===== src/hw/efa_loader_cfg.svh =====
// offsets, field positions, reset values and codes for the function access loader
`ifndef EFA_LOADER_CFG_SVH
`define EFA_LOADER_CFG_SVH

// ==================================================================
// register map (byte addresses, one 32-bit word each)
`define EFA_OFF_CTRL        12'h000
`define EFA_OFF_START_ADDR  12'h004
`define EFA_OFF_STATUS      12'h008
`define EFA_OFF_PAIRS       12'h00C

// ==================================================================
// control and status bit positions
`define EFA_CTRL_START      0
`define EFA_CTRL_HALT_ERR   1
`define EFA_STAT_BUSY       0
`define EFA_STAT_DONE       1
`define EFA_STAT_WORD_ERR   2
`define EFA_STAT_FUNC_ERR   3

// ==================================================================
// reset values
`define EFA_RST_HALT_ERR    1'b0
`define EFA_RST_WORD        16'h0000

// ==================================================================
// first word of an access pair
`define EFA_W1_BAR_HI       14
`define EFA_W1_BAR_LO       12
`define EFA_W1_DIR          11
`define EFA_W1_FUNC_HI      10
`define EFA_W1_FUNC_LO      8
`define EFA_W1_OFF_HI       7
`define EFA_W1_OFF_LO       0

// ==================================================================
// second word of an access pair
`define EFA_W2_MARK         15
`define EFA_W2_RSV_HI       14
`define EFA_W2_RSV_LO       8
`define EFA_W2_DATA_HI      7
`define EFA_W2_DATA_LO      0

// ==================================================================
// function codes
`define EFA_FUNC_SERIAL     3'h0
`define EFA_FUNC_PARALLEL   3'h1

`endif


===== src/hw/efa_pkg.sv =====
// types shared by the function access loader
`default_nettype none

package efa_pkg;

  // ==================================================================
  // sequencer states
  typedef enum logic [4:0]
  {
    ST_IDLE   = 5'b00001,
    ST_FETCH1 = 5'b00010,
    ST_FETCH2 = 5'b00100,
    ST_ACCESS = 5'b01000,
    ST_DONE   = 5'b10000
  } efa_state_type;

  // ==================================================================
  // one register access towards the internal functions
  typedef struct packed
  {
    logic       sel_serial;
    logic       sel_parallel;
    logic [2:0] bar;
    logic       is_write;
    logic [7:0] offset;
    logic [7:0] data;
  } efa_access_type;

  // ==================================================================
  // loader state as seen by software
  typedef struct packed
  {
    logic        busy;
    logic        done;
    logic        word_err;
    logic        func_err;
    logic [15:0] pairs;
  } efa_status_type;

endpackage

`default_nettype wire


===== src/hw/efa_apb_regs.sv =====
// apb slave with the loader control and status registers
`include "efa_loader_cfg.svh"
`timescale 1ns/1ns
`default_nettype none

module efa_apb_regs #(
  parameter int MEM_AW = 8
) (
  input  wire logic                   pclk,
  input  wire logic                   presetn,
  input  wire logic                   ce,
  input  wire logic                   psel,
  input  wire logic                   penable,
  input  wire logic                   pwrite,
  input  wire logic [11:0]            paddr,
  input  wire logic [31:0]            pwdata,
  output var  logic [31:0]            prdata,
  output var  logic                   pready,
  output var  logic                   pslverr,
  output var  logic                   start_pulse,
  output var  logic                   halt_err,
  output var  logic [MEM_AW-1:0]      start_addr,
  input  wire efa_pkg::efa_status_type status
);
  import efa_pkg::*;

  logic [31:0]       prdata_next;
  logic              pready_next;
  logic              pslverr_next;
  logic              start_next;
  logic              halt_next;
  logic [MEM_AW-1:0] start_addr_next;

  // unmapped offsets answer with pslverr
  function automatic logic mapped(input logic [11:0] a);
    mapped = (a == `EFA_OFF_CTRL) || (a == `EFA_OFF_START_ADDR) ||
             (a == `EFA_OFF_STATUS) || (a == `EFA_OFF_PAIRS);
  endfunction

  // read mux; reserved bits read zero and start reads back zero
  function automatic logic [31:0] rd_word(input logic [11:0] a);
    rd_word = 32'h0000_0000;
    if (a == `EFA_OFF_CTRL)
      rd_word[`EFA_CTRL_HALT_ERR] = halt_err;
    else if (a == `EFA_OFF_START_ADDR)
      rd_word[MEM_AW-1:0] = start_addr;
    else if (a == `EFA_OFF_STATUS)
    begin
      rd_word[`EFA_STAT_BUSY]     = status.busy;
      rd_word[`EFA_STAT_DONE]     = status.done;
      rd_word[`EFA_STAT_WORD_ERR] = status.word_err;
      rd_word[`EFA_STAT_FUNC_ERR] = status.func_err;
    end
    else if (a == `EFA_OFF_PAIRS)
      rd_word[15:0] = status.pairs;
  endfunction

  // ==================================================================
  // one wait state: pready raised in the second access cycle
  always_comb
  begin
    prdata_next     = prdata;
    pready_next     = 1'b0;
    pslverr_next    = 1'b0;
    start_next      = 1'b0;
    halt_next       = halt_err;
    start_addr_next = start_addr;
    if (psel && penable && !pready)
    begin
      pready_next  = 1'b1;
      pslverr_next = !mapped(paddr);
      if (!pwrite)
        prdata_next = rd_word(paddr);
    end
    if (psel && penable && pready && pwrite)
    begin
      if (paddr == `EFA_OFF_CTRL)
      begin
        start_next = pwdata[`EFA_CTRL_START];
        halt_next  = pwdata[`EFA_CTRL_HALT_ERR];
      end
      else if (paddr == `EFA_OFF_START_ADDR)
        start_addr_next = pwdata[MEM_AW-1:0];
    end
  end

  // register stage
  always_ff @(posedge pclk or negedge presetn)
  begin
    if (!presetn)
    begin
      prdata      <= 32'h0000_0000;
      pready      <= 1'b0;
      pslverr     <= 1'b0;
      start_pulse <= 1'b0;
      halt_err    <= `EFA_RST_HALT_ERR;
      start_addr  <= '0;
    end
    else if (ce)
    begin
      prdata      <= prdata_next;
      pready      <= pready_next;
      pslverr     <= pslverr_next;
      start_pulse <= start_next;
      halt_err    <= halt_next;
      start_addr  <= start_addr_next;
    end
  end

endmodule

`default_nettype wire


===== src/hw/efa_loader.sv =====
// function access zone loader: replays memory word pairs as register accesses
//
// Design decisions made here: the placing of the registers and the APB register port.
`include "efa_loader_cfg.svh"
`timescale 1ns/1ns
`default_nettype none

module efa_loader #(
  parameter int MEM_AW = 8
) (
  input  wire logic                   pclk,
  input  wire logic                   presetn,
  input  wire logic                   ce,
  input  wire logic                   psel,
  input  wire logic                   penable,
  input  wire logic                   pwrite,
  input  wire logic [11:0]            paddr,
  input  wire logic [31:0]            pwdata,
  output var  logic [31:0]            prdata,
  output var  logic                   pready,
  output var  logic                   pslverr,
  output var  logic                   mem_req,
  output var  logic [MEM_AW-1:0]      mem_addr,
  input  wire logic [15:0]            mem_rdata,
  input  wire logic                   mem_ack,
  output var  logic                   fn_req,
  output var  efa_pkg::efa_access_type fn_access,
  input  wire logic                   fn_ack
);
  import efa_pkg::*;

  // ==================================================================
  // declarations
  efa_state_type     state_reg,      state_next;
  logic [MEM_AW-1:0] ptr_reg,        ptr_next;
  logic [15:0]       word1_reg,      word1_next;
  logic              fetch_go_reg,   fetch_go_next;
  logic              fn_req_next;
  efa_access_type    fn_access_next;
  efa_status_type    status_reg,     status_next;
  logic              start_pulse;
  logic              halt_err;
  logic [MEM_AW-1:0] start_addr;
  logic              word_valid;
  logic [15:0]       word;
  logic [2:0]        func_code;

  // reserved function codes are neither serial nor parallel
  function automatic logic func_known(input logic [2:0] f);
    func_known = (f == `EFA_FUNC_SERIAL) || (f == `EFA_FUNC_PARALLEL);
  endfunction

  assign func_code = word1_reg[`EFA_W1_FUNC_HI:`EFA_W1_FUNC_LO];

  // ==================================================================
  // register slave
  efa_apb_regs #(
    .MEM_AW (MEM_AW)
  ) u_regs (
    .pclk        (pclk),
    .presetn     (presetn),
    .ce          (ce),
    .psel        (psel),
    .penable     (penable),
    .pwrite      (pwrite),
    .paddr       (paddr),
    .pwdata      (pwdata),
    .prdata      (prdata),
    .pready      (pready),
    .pslverr     (pslverr),
    .start_pulse (start_pulse),
    .halt_err    (halt_err),
    .start_addr  (start_addr),
    .status      (status_reg)
  );

  // ==================================================================
  // memory word fetch
  efa_word_fetch #(
    .MEM_AW (MEM_AW)
  ) u_fetch (
    .pclk       (pclk),
    .presetn    (presetn),
    .ce         (ce),
    .fetch_go   (fetch_go_reg),
    .fetch_addr (ptr_reg),
    .mem_req    (mem_req),
    .mem_addr   (mem_addr),
    .mem_rdata  (mem_rdata),
    .mem_ack    (mem_ack),
    .word_valid (word_valid),
    .word       (word)
  );

  // ==================================================================
  // sequencer: fetch first word, fetch second word, access, repeat
  always_comb
  begin
    state_next     = state_reg;
    ptr_next       = ptr_reg;
    word1_next     = word1_reg;
    fetch_go_next  = 1'b0;
    fn_req_next    = fn_req;
    fn_access_next = fn_access;
    status_next    = status_reg;
    unique case (state_reg)
      ST_IDLE, ST_DONE:
      begin
        // a start while busy is ignored; only these states accept it
        if (start_pulse)
        begin
          ptr_next      = start_addr;
          fetch_go_next = 1'b1;
          status_next   = '{busy: 1'b1, done: 1'b0, word_err: 1'b0,
                            func_err: 1'b0, pairs: 16'h0000};
          state_next    = ST_FETCH1;
        end
      end
      ST_FETCH1:
      begin
        if (word_valid)
        begin
          ptr_next = ptr_reg + 1'b1;
          if (word == 16'h0000)
          begin
            status_next.busy = 1'b0;
            status_next.done = 1'b1;
            state_next       = ST_DONE;
          end
          else
          begin
            word1_next    = word;
            fetch_go_next = 1'b1;
            state_next    = ST_FETCH2;
          end
        end
      end
      ST_FETCH2:
      begin
        if (word_valid)
        begin
          ptr_next = ptr_reg + 1'b1;
          // malformed second word is flagged but still used
          if (!word[`EFA_W2_MARK] || (word[`EFA_W2_RSV_HI:`EFA_W2_RSV_LO] != 7'h00))
            status_next.word_err = 1'b1;
          fn_access_next.sel_serial   = (func_code == `EFA_FUNC_SERIAL);
          fn_access_next.sel_parallel = (func_code == `EFA_FUNC_PARALLEL);
          fn_access_next.bar      = word1_reg[`EFA_W1_BAR_HI:`EFA_W1_BAR_LO];
          fn_access_next.offset   = word1_reg[`EFA_W1_OFF_HI:`EFA_W1_OFF_LO];
          fn_access_next.is_write = word1_reg[`EFA_W1_DIR];
          // read pairs put no data on the access port
          fn_access_next.data = word1_reg[`EFA_W1_DIR] ?
                                word[`EFA_W2_DATA_HI:`EFA_W2_DATA_LO] : 8'h00;
          if (func_known(func_code))
          begin
            fn_req_next = 1'b1;
            state_next  = ST_ACCESS;
          end
          else
          begin
            // reserved function: skipped, or the zone stops if asked
            status_next.func_err = 1'b1;
            if (halt_err)
            begin
              status_next.busy = 1'b0;
              status_next.done = 1'b1;
              state_next       = ST_DONE;
            end
            else
            begin
              fetch_go_next = 1'b1;
              state_next    = ST_FETCH1;
            end
          end
        end
      end
      ST_ACCESS:
      begin
        // read data is not taken at all, so nothing is stored
        if (fn_ack)
        begin
          fn_req_next       = 1'b0;
          status_next.pairs = status_reg.pairs + 16'h0001;
          fetch_go_next     = 1'b1;
          state_next        = ST_FETCH1;
        end
      end
    endcase
  end

  // sequencer registers, frozen while ce is low
  always_ff @(posedge pclk or negedge presetn)
  begin
    if (!presetn)
    begin
      state_reg    <= ST_IDLE;
      ptr_reg      <= '0;
      word1_reg    <= `EFA_RST_WORD;
      fetch_go_reg <= 1'b0;
      fn_req       <= 1'b0;
      fn_access    <= '0;
      status_reg   <= '0;
    end
    else if (ce)
    begin
      state_reg    <= state_next;
      ptr_reg      <= ptr_next;
      word1_reg    <= word1_next;
      fetch_go_reg <= fetch_go_next;
      fn_req       <= fn_req_next;
      fn_access    <= fn_access_next;
      status_reg   <= status_next;
    end
  end
endmodule

`default_nettype wire


===== src/hw/efa_word_fetch.sv =====
// word fetch handshake towards the configuration memory reader
`include "efa_loader_cfg.svh"
`timescale 1ns/1ns
`default_nettype none

module efa_word_fetch #(
  parameter int MEM_AW = 8
) (
  input  wire logic              pclk,
  input  wire logic              presetn,
  input  wire logic              ce,
  input  wire logic              fetch_go,
  input  wire logic [MEM_AW-1:0] fetch_addr,
  output var  logic              mem_req,
  output var  logic [MEM_AW-1:0] mem_addr,
  input  wire logic [15:0]       mem_rdata,
  input  wire logic              mem_ack,
  output var  logic              word_valid,
  output var  logic [15:0]       word
);
  import efa_pkg::*;

  logic              req_next;
  logic [MEM_AW-1:0] addr_next;
  logic              valid_next;
  logic [15:0]       word_next;

  // ==================================================================
  // request held until the reader acknowledges with the word
  always_comb
  begin
    req_next   = mem_req;
    addr_next  = mem_addr;
    valid_next = 1'b0;
    word_next  = word;
    if (fetch_go)
    begin
      req_next  = 1'b1;
      addr_next = fetch_addr;
    end
    else if (mem_req && mem_ack)
    begin
      req_next   = 1'b0;
      valid_next = 1'b1;
      word_next  = mem_rdata;
    end
  end

  // state registers, frozen while ce is low
  always_ff @(posedge pclk or negedge presetn)
  begin
    if (!presetn)
    begin
      mem_req    <= 1'b0;
      mem_addr   <= '0;
      word_valid <= 1'b0;
      word       <= `EFA_RST_WORD;
    end
    else if (ce)
    begin
      mem_req    <= req_next;
      mem_addr   <= addr_next;
      word_valid <= valid_next;
      word       <= word_next;
    end
  end

endmodule

`default_nettype wire

===== config.mk =====
export PLATFORM = sky130hd
export DESIGN_NAME = efa_loader
export DESIGN_NICKNAME = d
export VERILOG_FILES = /design/src/hw/efa_pkg.sv /design/src/hw/efa_apb_regs.sv /design/src/hw/efa_loader.sv /design/src/hw/efa_word_fetch.sv
export VERILOG_INCLUDE_DIRS = /design/src /design/src/hw
export SDC_FILE = /design/constraint.sdc
export NUM_CORES = 1
export LEC_CHECK = 0
export ABC_CLOCK_PERIOD_IN_PS = 5850
export BUFFER_PORTS_ARGS = -buffer_cell sky130_fd_sc_hd__buf_4
export CELL_PAD_IN_SITES_DETAIL_PLACEMENT = 2
export CELL_PAD_IN_SITES_GLOBAL_PLACEMENT = 2
export CORE_MARGIN = 3
export CORE_UTILIZATION = 37
export DETAILED_ROUTE_END_ITERATION = 10
export GPL_TIMING_DRIVEN = 0
export PLACE_DENSITY = 0.84
export SETUP_SLACK_MARGIN = 0.3
export SLEW_MARGIN = 20
export SYNTH_ARGS = -nofsm -noshare
export SYNTH_HDL_FRONTEND = slang
export SYNTH_SLANG_ARGS = --single-unit

===== constraint.sdc =====
create_clock -name pclk -period 5.85 [get_ports pclk]
set_input_delay 0.8775 -clock pclk [delete_from_list [all_inputs] [get_ports pclk]]
set_output_delay 0.8775 -clock pclk [all_outputs]
set_load 0.005 [all_outputs]

# After elaboration in Yosys (flattened, before gate mapping)
# Cells that the tools add are included.
# word_totals
out_inout_bits	66
word_cells	143
register_bits	126
# classes
muxes	52
reduce_logical	40
n_bitwise	4
n_addsub	2
n_eq_ne	19
# op_table
operator	n
2-to-1 mux 8 bit	5
2-to-1 mux 5 bit	7
2-to-1 mux 16 bit	2
case mux 16 bit (2 select lines)	1
equality test 12 x 4 -> 1 bit (second input constant)	2
2-to-1 mux 1 bit	22
2-to-1 mux 20 bit	1
case mux 5 bit (4 select lines)	1
AND reduction 5 bit	4
adder 16 x 1 -> 16 bit (second input constant)	1
zero test 16 bit	1
case mux 8 bit (2 select lines)	1
AND reduction 4 bit	4
2-to-1 mux 14 bit	1
equality test 12 x 3 -> 1 bit (second input constant)	1
zero test 12 bit	1
2-to-1 mux 12 bit	1
AND reduction 3 bit	4
inequality test 2 x 1 -> 1 bit (second input constant)	5
inequality test 2 bit (second input constant)	5
nonzero test 2 bit	5
adder 8 x 1 -> 8 bit (second input constant)	1
2-to-1 mux 2 bit	4
2-to-1 mux 4 bit	2
20 further kinds	35

# Depth between registers and ports, before layout
# depth
ltp_word	6
mapped_depth	7
ltp_nobuf	6

# By module
# Synthesis repeated with hierarchy kept, for this count alone.
# unflattened
hier_cells	487
hier_area_um2	5808.1
# modules_own_cells
module	seq_area_each_um2	instances	cells_per_inst	area_per_inst_um2
efa_loader	1803.0	1	318	3395.8
efa_apb_regs	700.7	1	112	1397.6
efa_word_fetch	650.6	1	57	1014.7

# Worst setup path after synthesis
# OpenSTA, ideal clock, no wires.
# synth_path
path_kind	input to register
from	input port paddr[9]
to	register u_regs.start_addr[0]
setup_ns	0.125
t_required_ns	5.725
path_buffers	0
path_slack_ns	3.261
t_arrival_ns	2.464
path_stages	5
path_cell_list	or4_4 > nor4_4 > nand2_1 > nor2_2 > mux2_2
# synth_via
elab_chain_len	3
elab_cells_between_ends	4
# synth_rtl
item	line	rtl
start: declaration	efa_loader.sv:17	input wire logic [11:0] paddr,
zero test 12 bit (no line)	n/a	
inverter 1 bit (no line)	n/a	
AND reduction 4 bit (no line) (*)	n/a	
end signal: assignment	efa_apb_regs.sv:106	start_addr <= start_addr_next;
end: declaration	efa_apb_regs.sv:22	output var logic [MEM_AW-1:0] start_addr,
# Mark *: on every way between the ends. The rest lies on a longest branch, timed or not.
# A chain may end at the register's enable or synchronous reset.

# Worst setup path in the final report
# layout_path
from	register state_reg[3]
to	register fn_access[13] (netlist name)
# layout_via
elab_chain_len	2
# layout_rtl
item	line	rtl
start: declaration	efa_loader.sv:34	efa_state_type state_reg, state_next;
start signal: assignment	efa_loader.sv:206	state_reg <= state_next;
equality test 5 x 3 -> 1 bit	efa_loader.sv:106	unique case (state_reg)
AND reduction 3 bit (no line)	n/a	
end signal: assignment	efa_loader.sv:211	fn_access <= fn_access_next;
end: declaration	efa_loader.sv:27	output var efa_pkg::efa_access_type fn_access,
# Every way passes these cells.

==> impl_metrics.yaml <==
sta:
  worst_pin_slew_ns: 0.660
  slew_headroom_pct: 55.7
  setup_viol: 0
  fin_crit_sh_pct: 43.7
  slew_violations: 0
  max_freq_ghz: 0.391
  hold_violations: 0
  worst_slack_ns: 3.29
  skew_ns: 0.0120
  tns_ns: 0
  rsz0062_at_grt: "no"
  period_minus_slack_ns: 2.56
clocking:
  cts.repair.resized: 0
  clkLatencyLatePin_ns: 0.42
  cts_made_buffers: 17
  hold_buffers: 0
  cts_root_buf: "clkbuf_16"
  cts_setup_buffers: 0
  clkSinkCount: 126
  cts_tree: "yes"
  clockBufferDepth: 2
  clkTransAtPathRegs_ns: 0.06
  cts_max_level: 4
yosys:
  synth_top_area_share_pct: 54.1
  syn_inst: 531
  synth_cell_types: 56
  syn_area_mm2: 0.00578
  yosys.area.top_type: "dfrtp_1"
  synth-seq-cells: 126
  synth-edff-count: 0
  synth.avg_cell_area_um2: 10.9
  ys.flop_type: "dfrtp_1"
  yosysWarnings: 0
  synth_seq_area_share_pct: 54.6
  synthTopCellsByArea: "dfrtp_1 54%, mux2_2 11%, nand2_1 5.9%"
  async_flop_share_pct: 100
route:
  drt_iter0_drc: 277
  vias: 4677
  drc: 0
  drtPass1Iterations: 4
  ant_nets: 0
  viasPerCell: 5.31
  drt_wl_total_um: 18100
  wl_per_cell_um: 20.6
die:
  start_util_pct: 37.9
  ioPinCount: 134
  num_rows: 45
  fp.dieH_um: 131
  core_area_mm2: 0.0153
  fp.dieArea_mm2: 0.0172
  die_x_um: 131
flow_run:
  maxCapViolations: 0
place:
  place_congestion: 0.774
  hpwl_um: 12900
  placed_cells: 849
  place_ws_ns: 2.88
  io_buffers: 91
finish:
  stdcell_count: 881
  antenna_cells: 0
  drive_gt1_share_pct: 32.5
  area_growth_pct: 28.3
  fin_nets: 727
  final_cell_mix: "125 x dfrtp_1, 108 x buf_4, 91 x nand2_1"
  largest_register_ffs: 22
  final_common_cell: "dfrtp_1"
power:
  worst_ir_drop_vdd_mv: 0.241
  finalPower_mw: 3.14
  power.density_mw_per_mm2: 424
  power_leakage_nw: 3.51
global_routing:
  grtUsageTotal_pct: 22.5
  grt_pass1_wl_um: 29500
  grt_pass1_vias: 5369
  grtUsageMet3_pct: 5.08
  grt_max_degree: 74
  grt_most_used_layer: "met2"
  overflow: 0
  use_met1_pct: 27.5
  use_met2_pct: 39.6
  antenna_found_initial: 0
worst_setup_path:
  cp-end-kind: "flip-flop"
  path_class: "flip-flop to flip-flop"
  critPathLaunch: "state_reg[3]"
  path_max_fanout: 10
  critPathArrivalTime_ns: 2.92
  r2r-start: "state_reg[3]"
  critPathLaunchType: "flip-flop"
  critical_path_required_ns: 6.21
min_path:
  hold_path.class: "primary input to async pin"
outcome:
  status: "finished clean"
-- final timing paths --
path,endpoint,slack [ns],cells past startpoint
worst max-delay path,fn_access[13],3.29,6
worst min-delay path,u_regs.prdata[9],0.37,1
worst max register to register,fn_access[13],3.29,6
worst min register to register,fn_access[11],0.47,2
max in group asynchronous,state_reg[0],4.77,2
min in group pclk,fn_access[11],0.47,2
-- critical path: stages (launching register included) --
cell	delay, ns
dfrtp_1	0.46
nor3_1	0.50
nand3b_1	0.30
nor2_1	0.46
clkbuf_1	0.52
nand2_1	0.15
nand2_1	0.10
-- per-stage QoR --
stage	hold slack, ns	area [um^2]	utilization, %
after floorplan	0.433	5830	-
after global placement	0.447	6780	44.4
after detailed placement	0.455	6820	44.7
after CTS	0.371	7410	48.6
after global routing	0.380	7410	48.6
final	0.368	7410	48.6
-- Yosys cell counts (4+ instances only) --
library cell / n
dfrtp_1: 125
nand2_1: 91
mux2_2: 54
nand3_1: 27
nor2_1: 21
a21oi_1: 20
o21ai_0: 20
buf_4: 18
o31ai_1: 17
clkbuf_1: 14
or4_1: 13
a22o_1: 8
inv_1: 8
nor3_1: 7
a31oi_1: 6
and3_1: 5
mux2i_1: 5
and2_1: 4
buf_2: 4
nand2b_1: 4
nand3b_1: 4
o21a_1: 4
o22a_1: 4
-- layout make-up --
type | count | area (um^2)
tap | 211 | 264
inverter | 8 | 30.0
sequential | 126 | 3150
buffer | 37 | 219
clock buffer | 18 | 439
multi-input combinational | 375 | 2430
timing repair buffer | 92 | 718
clock inverter | 14 | 158
fill | 1558 | 7850
-- cell families after synthesis --
| logic type | count (synthesis) | share of synthesized area (%) |
|---|---|---|
| other cells | 1 | 0.0649 |
| compound gates | 92 | 10.6 |
| xor+xnor | 2 | 0.303 |
| buf+inv | 45 | 4.31 |
| simple gates | 203 | 17.9 |
| mux | 60 | 11.8 |
| fa+ha+maj | 2 | 0.433 |
| flops | 126 | 54.6 |
-- metal layers --
| layer | share of wire [%] | routed length [um] |
|---|---|---|
| met3 | 3.6 | 648 |
| met2 | 53 | 9650 |
| met4 | 1.3 | 235 |
| met5 | 0 | 0 |
| met1 | 42 | 7610 |
-- where the power goes --
part	internal, mW	switching (mW)	leakage (nW)
clock	0.644	0.421	0.272
sequential	1.09	0.199	1.66
combinational	0.378	0.407	1.58
total	2.11	1.03	3.51
Power figures use the tool's default switching activity.
